===== config.mk =====
export PLATFORM = sky130hd
export DESIGN_NAME = mbng_glue
export DESIGN_NICKNAME = d
export VERILOG_FILES = /design/src/design/mbng_pkg.sv /design/src/design/mbng_glue.sv
export SDC_FILE = /design/constraint.sdc
export NUM_CORES = 1
export LEC_CHECK = 0
export BUFFER_PORTS_ARGS = -buffer_cell sky130_fd_sc_hd__buf_2
export CORE_MARGIN = 8
export CORE_UTILIZATION = 46
export DETAILED_ROUTE_END_ITERATION = 10
export GPL_TIMING_DRIVEN = 1
export MAX_ROUTING_LAYER = met4
export PLACE_DENSITY_LB_ADDON = 0.12
export SYNTH_ARGS = -nofsm -noshare
export SYNTH_HDL_FRONTEND = slang
export SYNTH_SLANG_ARGS = --single-unit
export TNS_END_PERCENT = 5

===== constraint.sdc =====
create_clock -name sys_clk -period 2.85 [get_ports sys_clk]
set_input_delay 0.4275 -clock sys_clk [delete_from_list [all_inputs] [get_ports sys_clk]]
set_output_delay 0.4275 -clock sys_clk [all_outputs]
set_load 0.02 [all_outputs]

===== src/design/mbng_pkg.sv =====
// mux bus nic glue: shared types, states and constants
package mbng_pkg;

   // ----------------------------------------------------------------
   // bus geometry
   // ----------------------------------------------------------------
   localparam int AD_W        = 32;
   localparam int WIN_BYTES   = 256;
   localparam int WORD_BYTES  = 4;
   localparam int REG_IDX_W   = $clog2(WIN_BYTES / WORD_BYTES);
   localparam int REG_IDX_LSB = $clog2(WORD_BYTES);
   localparam int WIN_LSB     = $clog2(WIN_BYTES);
   localparam int BASE_W      = AD_W - WIN_LSB;

   // ----------------------------------------------------------------
   // timing counts
   // ----------------------------------------------------------------
   localparam logic [1:0] SLAVE_ACCESS_DONE_TO_ACK  = 2'h2;
   localparam logic [1:0] ACK_CNT_START = 2'h1;
   localparam logic [1:0] ACK_CNT_LAST  = SLAVE_ACCESS_DONE_TO_ACK - 2'h1;

   // ----------------------------------------------------------------
   // pin groups
   // ----------------------------------------------------------------
   typedef struct packed {
      logic [AD_W-1:0] ad;
      logic            ale;
      logic            dataPhaseN;
      logic            rdN;
      logic            wrN;
      logic            holdGrantN;
   } mbng_host_in_t;

   typedef struct packed {
      logic addrStrobeN;
      logic slaveDoneN;
      logic busRequestN;
      logic grantTakenN;
      logic direction;
   } mbng_nic_in_t;

   typedef struct packed {
      logic writeAckN;
      logic readValidN;
      logic holdRequestN;
      logic aleOut;
      logic dataPhaseOutN;
      logic dataPhaseOe;
      logic rdOutN;
      logic wrOutN;
      logic strobeOe;
   } mbng_host_out_t;

   typedef struct packed {
      logic                 chipSelN;
      logic                 slaveAddrStrobeN;
      logic                 grantInN;
      logic [REG_IDX_W-1:0] regAddr;
   } mbng_nic_out_t;

   typedef struct packed {
      logic addrToBus;
      logic nicToBus;
      logic busToNic;
   } mbng_buf_oe_t;

   // ----------------------------------------------------------------
   // states
   // ----------------------------------------------------------------
   typedef enum logic [3:0] {
      SLV_IDLE = 4'h1,
      SLV_SEL  = 4'h2,
      SLV_WAIT = 4'h4,
      SLV_ACK  = 4'h8
   } mbng_slave_e_t;

   typedef enum logic [3:0] {
      MST_IDLE = 4'h1,
      MST_T1   = 4'h2,
      MST_ALE  = 4'h4,
      MST_DATA = 4'h8
   } mbng_master_e_t;

   typedef struct packed {
      mbng_host_in_t        hostS1;
      mbng_host_in_t        hostS2;
      mbng_nic_in_t         nicS1;
      mbng_nic_in_t         nicS2;
      logic                 alePrev;
      logic                 captured;
      logic                 windowHit;
      logic [REG_IDX_W-1:0] regAddr;
      mbng_slave_e_t        slv;
      logic [1:0]           ackCnt;
      logic                 isRead;
      mbng_master_e_t       mst;
      logic                 holdReq;
      logic                 grantIn;
   } mbng_state_t;

   // ----------------------------------------------------------------
   // reset values
   // ----------------------------------------------------------------
   localparam mbng_host_in_t HOST_IN_IDLE = '{ad: '0, ale: 1'b0, dataPhaseN: 1'b1,
      rdN: 1'b1, wrN: 1'b1, holdGrantN: 1'b1};
   localparam mbng_nic_in_t NIC_IN_IDLE = '{addrStrobeN: 1'b1, slaveDoneN: 1'b1,
      busRequestN: 1'b1, grantTakenN: 1'b1, direction: 1'b0};
   localparam mbng_state_t STATE_RST = '{hostS1: HOST_IN_IDLE, hostS2: HOST_IN_IDLE,
      nicS1: NIC_IN_IDLE, nicS2: NIC_IN_IDLE, alePrev: 1'b0, captured: 1'b0,
      windowHit: 1'b0, regAddr: '0, slv: SLV_IDLE, ackCnt: 2'h0, isRead: 1'b0,
      mst: MST_IDLE, holdReq: 1'b0, grantIn: 1'b0};

endpackage : mbng_pkg


===== src/design/mbng_glue.sv =====
// mux bus nic glue: slave window, bus request and master steering logic
//
// Operation
// - controller appears as a relocatable 256-byte window of 32-bit words
// - a register access through the glue takes roughly seven bus clocks
// - as owner, controller does 32-bit DMA transfers of three bus clocks
// - controller wins bus ownership from the host before any DMA
// - address buffers drive only when owner, address strobe and master ALE
// - address buffers stay off in the data phase of master transfers
// - register address latch follows the bus while host ALE is high
// - slave read data drives the bus only after host data phase asserts
// - master write data drives the bus only after master ALE drops
// - bus-to-controller buffer opens for slave writes and master reads in data phase
// - host ALE fall captures decode result and register address
// - window hit asserts when latched address decodes to the window
// - next edge copies window hit onto chip select and slave strobe
// - write ack or read valid asserts two clocks after slave done
// - write ack and read valid last exactly one clock
// - dropping ack or read valid also drops chip select and slave strobe
// - controller bus request reaches host hold request through a register
// - host hold grant is passed on to controller grant input
// - hold request is bus request OR grant taken
// - master ALE asserts in the second cycle of a master access
// - master read or write strobe spans address strobe to last cycle
`timescale 1ns/10ps
`default_nettype none

module mbng_glue
   import mbng_pkg::*;
(
   input  wire logic              sys_clk,
   input  wire logic              rst,
   input  wire logic [BASE_W-1:0] windowBase,
   input  wire mbng_host_in_t     hostIn,
   input  wire mbng_nic_in_t      nicIn,
   output var  mbng_host_out_t    hostOut,
   output var  mbng_nic_out_t     nicOut,
   output var  mbng_buf_oe_t      bufOe
);

   // ----------------------------------------------------------------
   // state
   // ----------------------------------------------------------------
   mbng_state_t q;
   mbng_state_t d;

   logic slaveActive;
   logic ownerNic;
   logic asAct;
   logic smackAct;
   logic aleFall;
   logic hostOwns;
   logic hitNow;
   logic masterAle;

   // every decision below reads only the second sync stage
   assign slaveActive = (q.slv != SLV_IDLE);
   assign ownerNic    = !q.nicS2.grantTakenN;
   assign asAct       = !q.nicS2.addrStrobeN;
   assign smackAct    = !q.nicS2.slaveDoneN;
   assign aleFall     = q.alePrev && !q.hostS2.ale;
   assign hostOwns    = q.hostS2.holdGrantN;
   assign hitNow      = (q.hostS2.ad[AD_W-1:WIN_LSB] == windowBase);
   assign masterAle   = (q.mst == MST_ALE);

   // ----------------------------------------------------------------
   // next state
   // ----------------------------------------------------------------
   always_comb
   begin
      d        = q;
      // the whole address/data bus is synchronised with its strobes so all
      // pins stay aligned; costs two clocks of latency on each access
      d.hostS1   = hostIn;
      d.hostS2   = q.hostS1;
      d.nicS1    = nicIn;
      d.nicS2    = q.nicS1;
      d.alePrev  = q.hostS2.ale;
      d.captured = 1'b0;

      // register address latch, transparent while host ALE is high
      if (q.hostS2.ale && hostOwns)
      begin
         d.regAddr = q.hostS2.ad[REG_IDX_LSB +: REG_IDX_W];
      end
      if (aleFall && hostOwns)
      begin
         d.captured  = 1'b1;
         d.windowHit = hitNow;
         d.regAddr   = q.hostS2.ad[REG_IDX_LSB +: REG_IDX_W];
      end

      // slave access sequencer
      unique case (q.slv)
         SLV_IDLE:
         begin
            if (q.captured && q.windowHit)
            begin
               d.slv = SLV_SEL;
            end
         end
         SLV_SEL:
         begin
            if (smackAct)
            begin
               d.slv    = SLV_WAIT;
               d.ackCnt = ACK_CNT_START;
               d.isRead = !q.hostS2.rdN;
            end
         end
         SLV_WAIT:
         begin
            if (q.ackCnt == ACK_CNT_LAST)
            begin
               d.slv = SLV_ACK;
            end
            else
            begin
               d.ackCnt = q.ackCnt + 2'h1;
            end
         end
         SLV_ACK:
         begin
            d.slv = SLV_IDLE;
         end
      endcase

      // master access sequencer: start, ALE, data = three clocks per word
      if (!ownerNic || !asAct)
      begin
         d.mst = MST_IDLE;
      end
      else
      begin
         unique case (q.mst)
            MST_IDLE: d.mst = MST_T1;
            MST_T1:   d.mst = MST_ALE;
            MST_ALE:  d.mst = MST_DATA;
            MST_DATA: d.mst = MST_DATA;
         endcase
      end

      // bus request path; grant taken keeps the hold after request drops
      d.holdReq = !q.nicS2.busRequestN || !q.nicS2.grantTakenN;
      d.grantIn = !q.hostS2.holdGrantN;
   end

   always_ff @(posedge sys_clk or posedge rst)
   begin
      if (rst)
      begin
         q <= STATE_RST;
      end
      else
      begin
         q <= d;
      end
   end

   // ----------------------------------------------------------------
   // host side outputs
   // ----------------------------------------------------------------
   assign hostOut.writeAckN     = !((q.slv == SLV_ACK) && !q.isRead);
   assign hostOut.readValidN    = !((q.slv == SLV_ACK) && q.isRead);
   assign hostOut.holdRequestN  = !q.holdReq;
   assign hostOut.aleOut        = masterAle;
   // data phase on master reads follows the end of ALE
   assign hostOut.dataPhaseOutN = !((q.mst == MST_DATA) && q.nicS2.direction);
   assign hostOut.dataPhaseOe   = ownerNic;
   assign hostOut.rdOutN        = !((q.mst != MST_IDLE) && q.nicS2.direction);
   assign hostOut.wrOutN        = !((q.mst != MST_IDLE) && !q.nicS2.direction);
   assign hostOut.strobeOe      = ownerNic;

   // ----------------------------------------------------------------
   // controller side outputs
   // ----------------------------------------------------------------
   assign nicOut.chipSelN         = !slaveActive;
   assign nicOut.slaveAddrStrobeN = !slaveActive;
   assign nicOut.grantInN         = !q.grantIn;
   assign nicOut.regAddr          = q.regAddr;

   // ----------------------------------------------------------------
   // buffer enables
   // ----------------------------------------------------------------
   assign bufOe.addrToBus = ownerNic && asAct && masterAle;
   assign bufOe.nicToBus  = (slaveActive && !q.hostS2.rdN && !q.hostS2.dataPhaseN)
                          || ((q.mst == MST_DATA) && !q.nicS2.direction);
   assign bufOe.busToNic  = (slaveActive && !q.hostS2.wrN && !q.hostS2.dataPhaseN)
                          || ((q.mst == MST_DATA) && q.nicS2.direction);
endmodule : mbng_glue

`default_nettype wire


==> metrics, run 1 <==
status finished clean; Place WS 0.980 ns; hold path start nicIn[1]; Synth area leader dfrtp_1; DR vias 1753; TritonCTS Sinks just over 100; final wirelength 5.39 mm; GRT Util Overall 12.1%; Final ANT Viol Nets 0; most frequent cells in the layout 86 x buf_2, 84 x dfrtp_1, 24 x xor2_1; sequential area share after synthesis roughly 78%; Clock Latency Late Sink 0.35 ns; gpl congestion 0.759; Crit Path Class flip-flop to output pin; largest cells by area after synthesis dfrtp_1 63%, dfstp_2 14%, xor2_1 6.3%, buf_4 2.3%, mux2_2 2.0%; Synth async-reset ratio 100%; EDFF count, synth 0; first-pass GRT wire length approximately 9.1 mm; WL/cell ~14 um; GR Overflow Total 0; #FFs+latches synth 102; PwrDens 706 nW/um^2; Placed Cells approximately 380; fin crit period 2.24 ns; Die Wd between 100 and 150 um; Max transition margin 50.8%; post-CTS sizing 0; share of layout cells above drive strength 1 45.3%; RSZ-0062 raised after global routing no; WHS Endpoint d[23]$_DFF_PP1_; Post-Synthesis Cells roughly 210; die height 101 um; Worst R2R Setup Slack 1.18 ns; Tcrit/Tclk final 78.7%; crit path DAT 1.81 ns; crit-path cells nor4b_1 > or2_1 > o21ai_0 > buf_2; number of antenna diodes 0; Core ar. 7140 sq um; Final Non-Filler Cells approximately 400; setup ws final just over 0.6 ns; clock tree buffer depth 2; via density per instance ~4.4; initial antenna violation count 0; num ports 89; Buf/Inv on CP 1; Layout area overhead 21.5%; number of global-route vias before repair ~1900; Site Rows 31; CP max-delay cell dfstp_2; Top FF cell, synth dfrtp_1; Post-Synthesis Cell Area 3320 sq um; Clock Tree Root clkbuf_8; Starting Density 46.5%; slowest stage delay, CP 0.58 ns; largest net degree at the start of global routing between 40 and 50; Total Die Area 10200 sq um; 1st-iter DRT viols 46; Reg2Reg Launch Point q[10]$_DFFE_PP0P_; post-CTS setup repair buffer count 0; CP endpoint kind output pin; worst path required time 2.42 ns; Worst-path clk slew 0.09 ns; Yosys Warn Count 0; leakage 0.00190 uW; Yosys top cell area share 63.3%; worst hold path depth 1; Final setup viols 0; Hold-fix buffers, CTS 0; Slew Viols, Final 0; Nets 364; Distinct cells, synth 34; Crit Path Max Fanout 6; synthesized area per cell ~16 sq um; Pre-antenna DRT Iters 5; most common cell after layout, fill and taps aside buf_2; Worst Reg-to-Reg Cells 4; endpoints failing hold 0; Startpoint Class flip-flop; DRC 0; Max-cap violations 0; HP Class input port to flip-flop; fmax 446 MHz; TritonCTS clock tree done; total negative slack 0 ns; H-tree levels 3; Mapped Nets roughly 280; IO buf count 86; R2R Path End q[8]$_DFFE_PP0P_; pin slew with the least headroom to its limit between 0.7 and 0.8 ns; Max rail drop VDD 0.376 mV; CP delay by family, top simple AND/OR/NAND/NOR gates; DPL Wire Length roughly 4.0 mm; Fill cells 625; cts bufs inserted 9; final clock skew 0.00565 ns
-- power breakdown --
part           switching [uW]  leakage, uW  internal [uW]  total (uW)
clock network             477     0.000103            436         914
registers                66.7      0.00118           1570        1630
logic                     150     0.000617            147         297
total                     694      0.00190           2150        2850
-- worst max-delay path by stage --
stage / from / to / slack [ns] / cells after the start
after CTS: q[9]$_DFFE_PP1P_ / bufOe[0] / 0.56 / 4
after detailed placement: q[9]$_DFFE_PP1P_ / bufOe[0] / 0.98 / 4
after global placement: q[9]$_DFFE_PP1P_ / bufOe[1] / 0.99 / 4
after global routing: q[9]$_DFFE_PP1P_ / bufOe[0] / 0.43 / 4
after floorplan: q[9]$_DFFE_PP1P_ / bufOe[0] / 0.60 / 3
final: q[9]$_DFFE_PP1P_ / bufOe[0] / 0.61 / 4
-- final cells by class --
cell class	instances	area, sq um	area share (%)
timing repair buffer	88	458	11.4
clock buffer	10	138	3.41
sequential	102	2570	63.8
tap	99	124	3.07
clock inverter	6	68.8	1.71
inverter	8	33.8	0.837
multi-input combinational	86	637	15.8
-- logic make-up after synthesis --
logic type,count (synthesis),synth area share [%]
DFF,102,77.5
AOI/OAI and AO/OA,11,2.00
buffers and inverters,19,3.28
muxes,7,2.49
xor gates and xnor gates,24,6.33
adders and majority gates,1,0.377
and+or+nand+nor,43,7.99
-- stage by stage --
stage | total power, uW | hold slack (ns) | util [%] | instance area, sq um
6_report | 2850 | 0.167 | 56.5 | 4030
5_1_grt | 3000 | 0.130 | 56.5 | 4030
4_1_cts | 2900 | 0.140 | 56.5 | 4030
3_5_place_dp | 1970 | 0.335 | 53.6 | 3830
3_3_place_gp | 1960 | 0.331 | 53.6 | 3830
2_1_floorplan | 1870 | 0.331 | - | 3320
-- registers in the layout (all words and copies together) (netlist names) --
| name | cells |
|---|---|
| d | 41 |
| hostOwns | 1 |
| nicOut | 6 |
| q | 54 |
-- per-layer routing --
metal  vias up  wire length (um)  track usage [%]
met5         -                 0                -
met4         0                89             6.87
met3         7               226             3.66
met2        48              2660             18.0
met1       856              2410             14.4
li1        842                 -                -
-- synth_stat cells (3+ instances only) --
master / number
dfrtp_1: 84
xor2_1: 24
dfstp_2: 18
buf_4: 10
inv_1: 8
mux2_2: 6
nand2_1: 6
nand2b_1: 6
nor4_1: 6
nor2_1: 5
a21oi_1: 4
nand3b_1: 4
nor3_1: 3
No activity file was read; power rests on OpenSTA's default activity.
==> run 2, diff against run 1 <==
- ABC_AREA: default -> 1
- CORE_UTILIZATION: 46 -> 47
- clock period: 2.85 -> 1.8 ns (I/O delays scaled with it)
==> run 2 against run 1 <==
The flow now finishes with violations (negative setup slack). Die area is 2.8% higher. Routed wire length rose by 14%. Critical path depth increased by 2. Flip-flop and latch count unchanged. Cell area increased by 12%. Critical path type unchanged.
==> metrics, run 2 <==
H-tree levels 3 (unchanged); Die Wd 102 um (+1.4%); Distinct cells, synth 25 (-26%); Worst-path clk slew 0.09 ns (about the same); initial antenna violation count 0 (unchanged); total negative slack -0.0374 ns (-0.0374 ns); largest family of logic cells by synthesized area simple AND/OR/NAND/NOR gates; pin slew with the least headroom to its limit 0.561 ns (-0.176 ns); GR Overflow Total 0 (unchanged); Top FF cell, synth dfrtp_1; Mapped Nets 357 (+29%); Synth async-reset ratio 100% (unchanged); number of antenna diodes 0 (unchanged); most frequent cells in the layout 85 x buf_2, 84 x dfrtp_1, 52 x nand2_1; Crit Path Class flip-flop to output pin; status finished, violations left; CP endpoint kind output pin; sequential area share after synthesis 73.4% (-4.1 points); Core ar. 7250 sq um (+1.6%); global route hottest layer met2; TritonCTS Sinks 102 (unchanged); PwrDens 1030 nW/um^2 (+46%); worst hold path depth 1 (unchanged); Yosys Warn Count 0 (unchanged); number of global-route vias before repair 2361 (+24%); Final ANT Viol Nets 0 (unchanged); synthesized area per cell 12.2 sq um (-24%); Clock Latency Late Sink 0.35 ns (about the same); Placed Cells 465 (+21%); combinational power share 14.0% (+3.5 points); Startpoint Class flip-flop; Final Non-Filler Cells 508 (+27%); Psw 1210 uW (+74%); clock network fraction of design power 30.9% (-1.2 points); largest net degree at the start of global routing 37 (-21%); Post-Synthesis Cell Area 3510 sq um (+5.6%); via density per instance 4.26 (-3.1%); leakage 0.00230 uW (+21%); Reg2Reg Launch Point q[11]$_DFFE_PP0P_; Worst Reg-to-Reg Cells 6 (+2); Fill cells 598 (-4.3%); Post-DP Area 4030 sq um (+5.3%); Nets 473 (+30%); Max-cap violations 0 (unchanged); final wirelength 6.15 mm (+14%); WL/cell 12.1 um (-10%); clock tree buffer depth 2 (unchanged); Post-Synthesis Cells 288 (+39%); Synth area leader dfrtp_1; hold path start hostIn[9]; final clock skew 0.00969 ns (+0.00404 ns); endpoints failing hold 0 (unchanged); GRT met1 Usage 14.3% (-0.051 points); Post-Synth Simple-Gate Area 13.3% (+5.3 points); #FFs+latches synth 102 (unchanged); WHS Endpoint d[41]$_DFF_PP0_; failing checks negative setup slack; gpl congestion 0.759 (unchanged); cts bufs inserted 9 (unchanged); DRC 0 (unchanged); setup ws final -0.0374 ns (-0.645 ns); Site Rows 31 (unchanged); DR vias 2162 (+23%); Flop pwr share 55.1% (-2.3 points); Final setup viols 1 (+1); largest cells by area after synthesis dfrtp_1 60%, dfstp_2 13%, nand2_1 5.7%, inv_1 4.1%, nor2_1 3.5%; most frequent cell after synthesis dfrtp_1; Post-synth top cells 84 x dfrtp_1, 53 x nand2_1, 38 x inv_1, 33 x nor2_1, 18 x dfstp_2; worst path required time 1.53 ns (-0.89 ns); Switching Fraction 26.0% (+1.6 points); most common cell after layout, fill and taps aside buf_2; GR Util met3 3.81% (+0.15 points); TritonCTS clock tree done; DPL Wire Length 4.51 mm (+14%); post-synthesis compound-gate area fraction 1.57% (-0.43 points); Worst R2R Setup Slack 0.55 ns (-0.63 ns); post-synthesis xor/xnor area fraction 2.50% (-3.8 points); Yosys top cell area share 60.0% (-3.3 points); Starting Density 48.3% (+1.8 points); IO buf count 86 (unchanged); final instance area 4530 sq um (+12%); Tcrit/Tclk final 102%; Max rail drop VDD 0.884 mV (+130%); Layout area overhead 29.3%; Register Area 2570 sq um (unchanged); HP Class input port to flip-flop; Crit Path Max Fanout 3 (-3); die height 102 um (+1.4%); GRT Util Overall 13.1% (+1.1 points); Pre-antenna DRT Iters 4 (-1); Int Pwr 3450 uW (+61%); global-route met2 utilization 21.7% (+3.8 points); max reg flops 54 (unchanged); share of layout cells above drive strength 1 35.9% (-9.4 points); EDFF count, synth 0 (unchanged); Core Util, Final 62.5% (+6.0 points); 1st-iter DRT viols 23 (-50%); Total Die Area 10500 sq um (+2.8%); Adder-Cell Fraction of Synth Area 0.357% (-0.020 points); fin crit period about 1.8 ns; Slew Viols, Final 0 (unchanged); R2R Path End q[10]$_DFFE_PP0P_; area of the multi-input gates 709 sq um (+11%); crit path DAT 1.57 ns (-0.24 ns); num ports 89 (unchanged); post-synthesis mux area share 1.93% (-0.56 points); Clock Tree Root clkbuf_8; first-pass GRT wire length 10.1 mm (+12%); Max transition margin 62.5% (+12 points); Most flops, register q; RSZ-0062 raised after global routing yes; fmax 544 MHz
## run 2: changes by cell type after synthesis, moves of 5 or more
cell / previous run / this run
inv_2: 0 / 5
xor2_1: 24 / 8
nor2_1: 5 / 33
inv_1: 8 / 38
nand2_2: 0 / 5
nand2_1: 6 / 53
nand3_1: 1 / 7
nand2b_1: 6 / 0
## run 2: critical path, cell delays in order, from the launching register on
cell and delay (ns):
dfrtp_1 0.42, inv_2 0.09, nand2_4 0.06, nor3_4 0.22, inv_1 0.07, or2_1 0.22
buf_6 0.13
## run 2: layer usage
| layer | wire length, um | part of all wire (%) |
|---|---|---|
| met5 | 0 | 0 |
| met4 | 94 | 1.5 |
| met3 | 357 | 5.8 |
| met2 | 3120 | 51 |
| met1 | 2570 | 42 |
## run 2: worst max path at each step
stage / start / endpoint / cells past startpoint
after floorplan: q[9]$_DFFE_PP1P_ / bufOe[1] / 3
after global placement: q[9]$_DFFE_PP1P_ / bufOe[1] / 4
after detailed placement: q[9]$_DFFE_PP1P_ / bufOe[1] / 4
after CTS: q[10]$_DFFE_PP0P_ / hostOut[8] / 6
after global routing: q[10]$_DFFE_PP0P_ / hostOut[8] / 6
final: q[10]$_DFFE_PP0P_ / hostOut[8] / 6
## run 2: logic make-up after synthesis
family                   Yosys count
AO/OA/AOI/OAI                      9
XOR/XNOR                          10
adder cells (fa/ha/maj)            1
buffers and inverters             54
flip-flops                       102
multiplexers                       6
AND/OR/NAND/NOR                  106
## run 2: final cells by class
class / instances / area share (%)
inverters: 43 / 3.64
clock inverters: 6 / 1.52
repair buffers: 116 / 16.6
clock buffers: 10 / 3.04
flip-flops and latches: 102 / 56.8
well taps: 99 / 2.73
multi-input cells: 132 / 15.7
## run 2: power groups by stage
| stage | clock network (uW) | registers [uW] | logic, uW |
|---|---|---|---|
| final | 1440 | 2570 | 652 |
| after CTS | 1510 | 2570 | 631 |
| after global routing | 1580 | 2600 | 737 |
| after global placement | 0 | 2600 | 564 |
| after detailed placement | 0 | 2610 | 580 |
| after floorplan | 0 | 2590 | 429 |
## run 2: what timing repair did
item | CTS | global route
setup endpoints to repair | 5 | 3
endpoints found under the hold margin | 38 | 4
resized for setup | 2 | 4
hold buffers | 22 | 4
setup buffers | 0 | 1
pin swaps | 0 | 2
## run 2: through the flow
stage               setup WS (ns)  power, uW  hold slack (ns)
global placement            0.390       3160            0.332
global route               -0.110       4910         0.000549
finish                    -0.0374       4670           0.0226
detailed placement          0.356       3190            0.335
floorplan                   0.236       3020            0.274
CTS                       -0.0252       4710        0.0000725
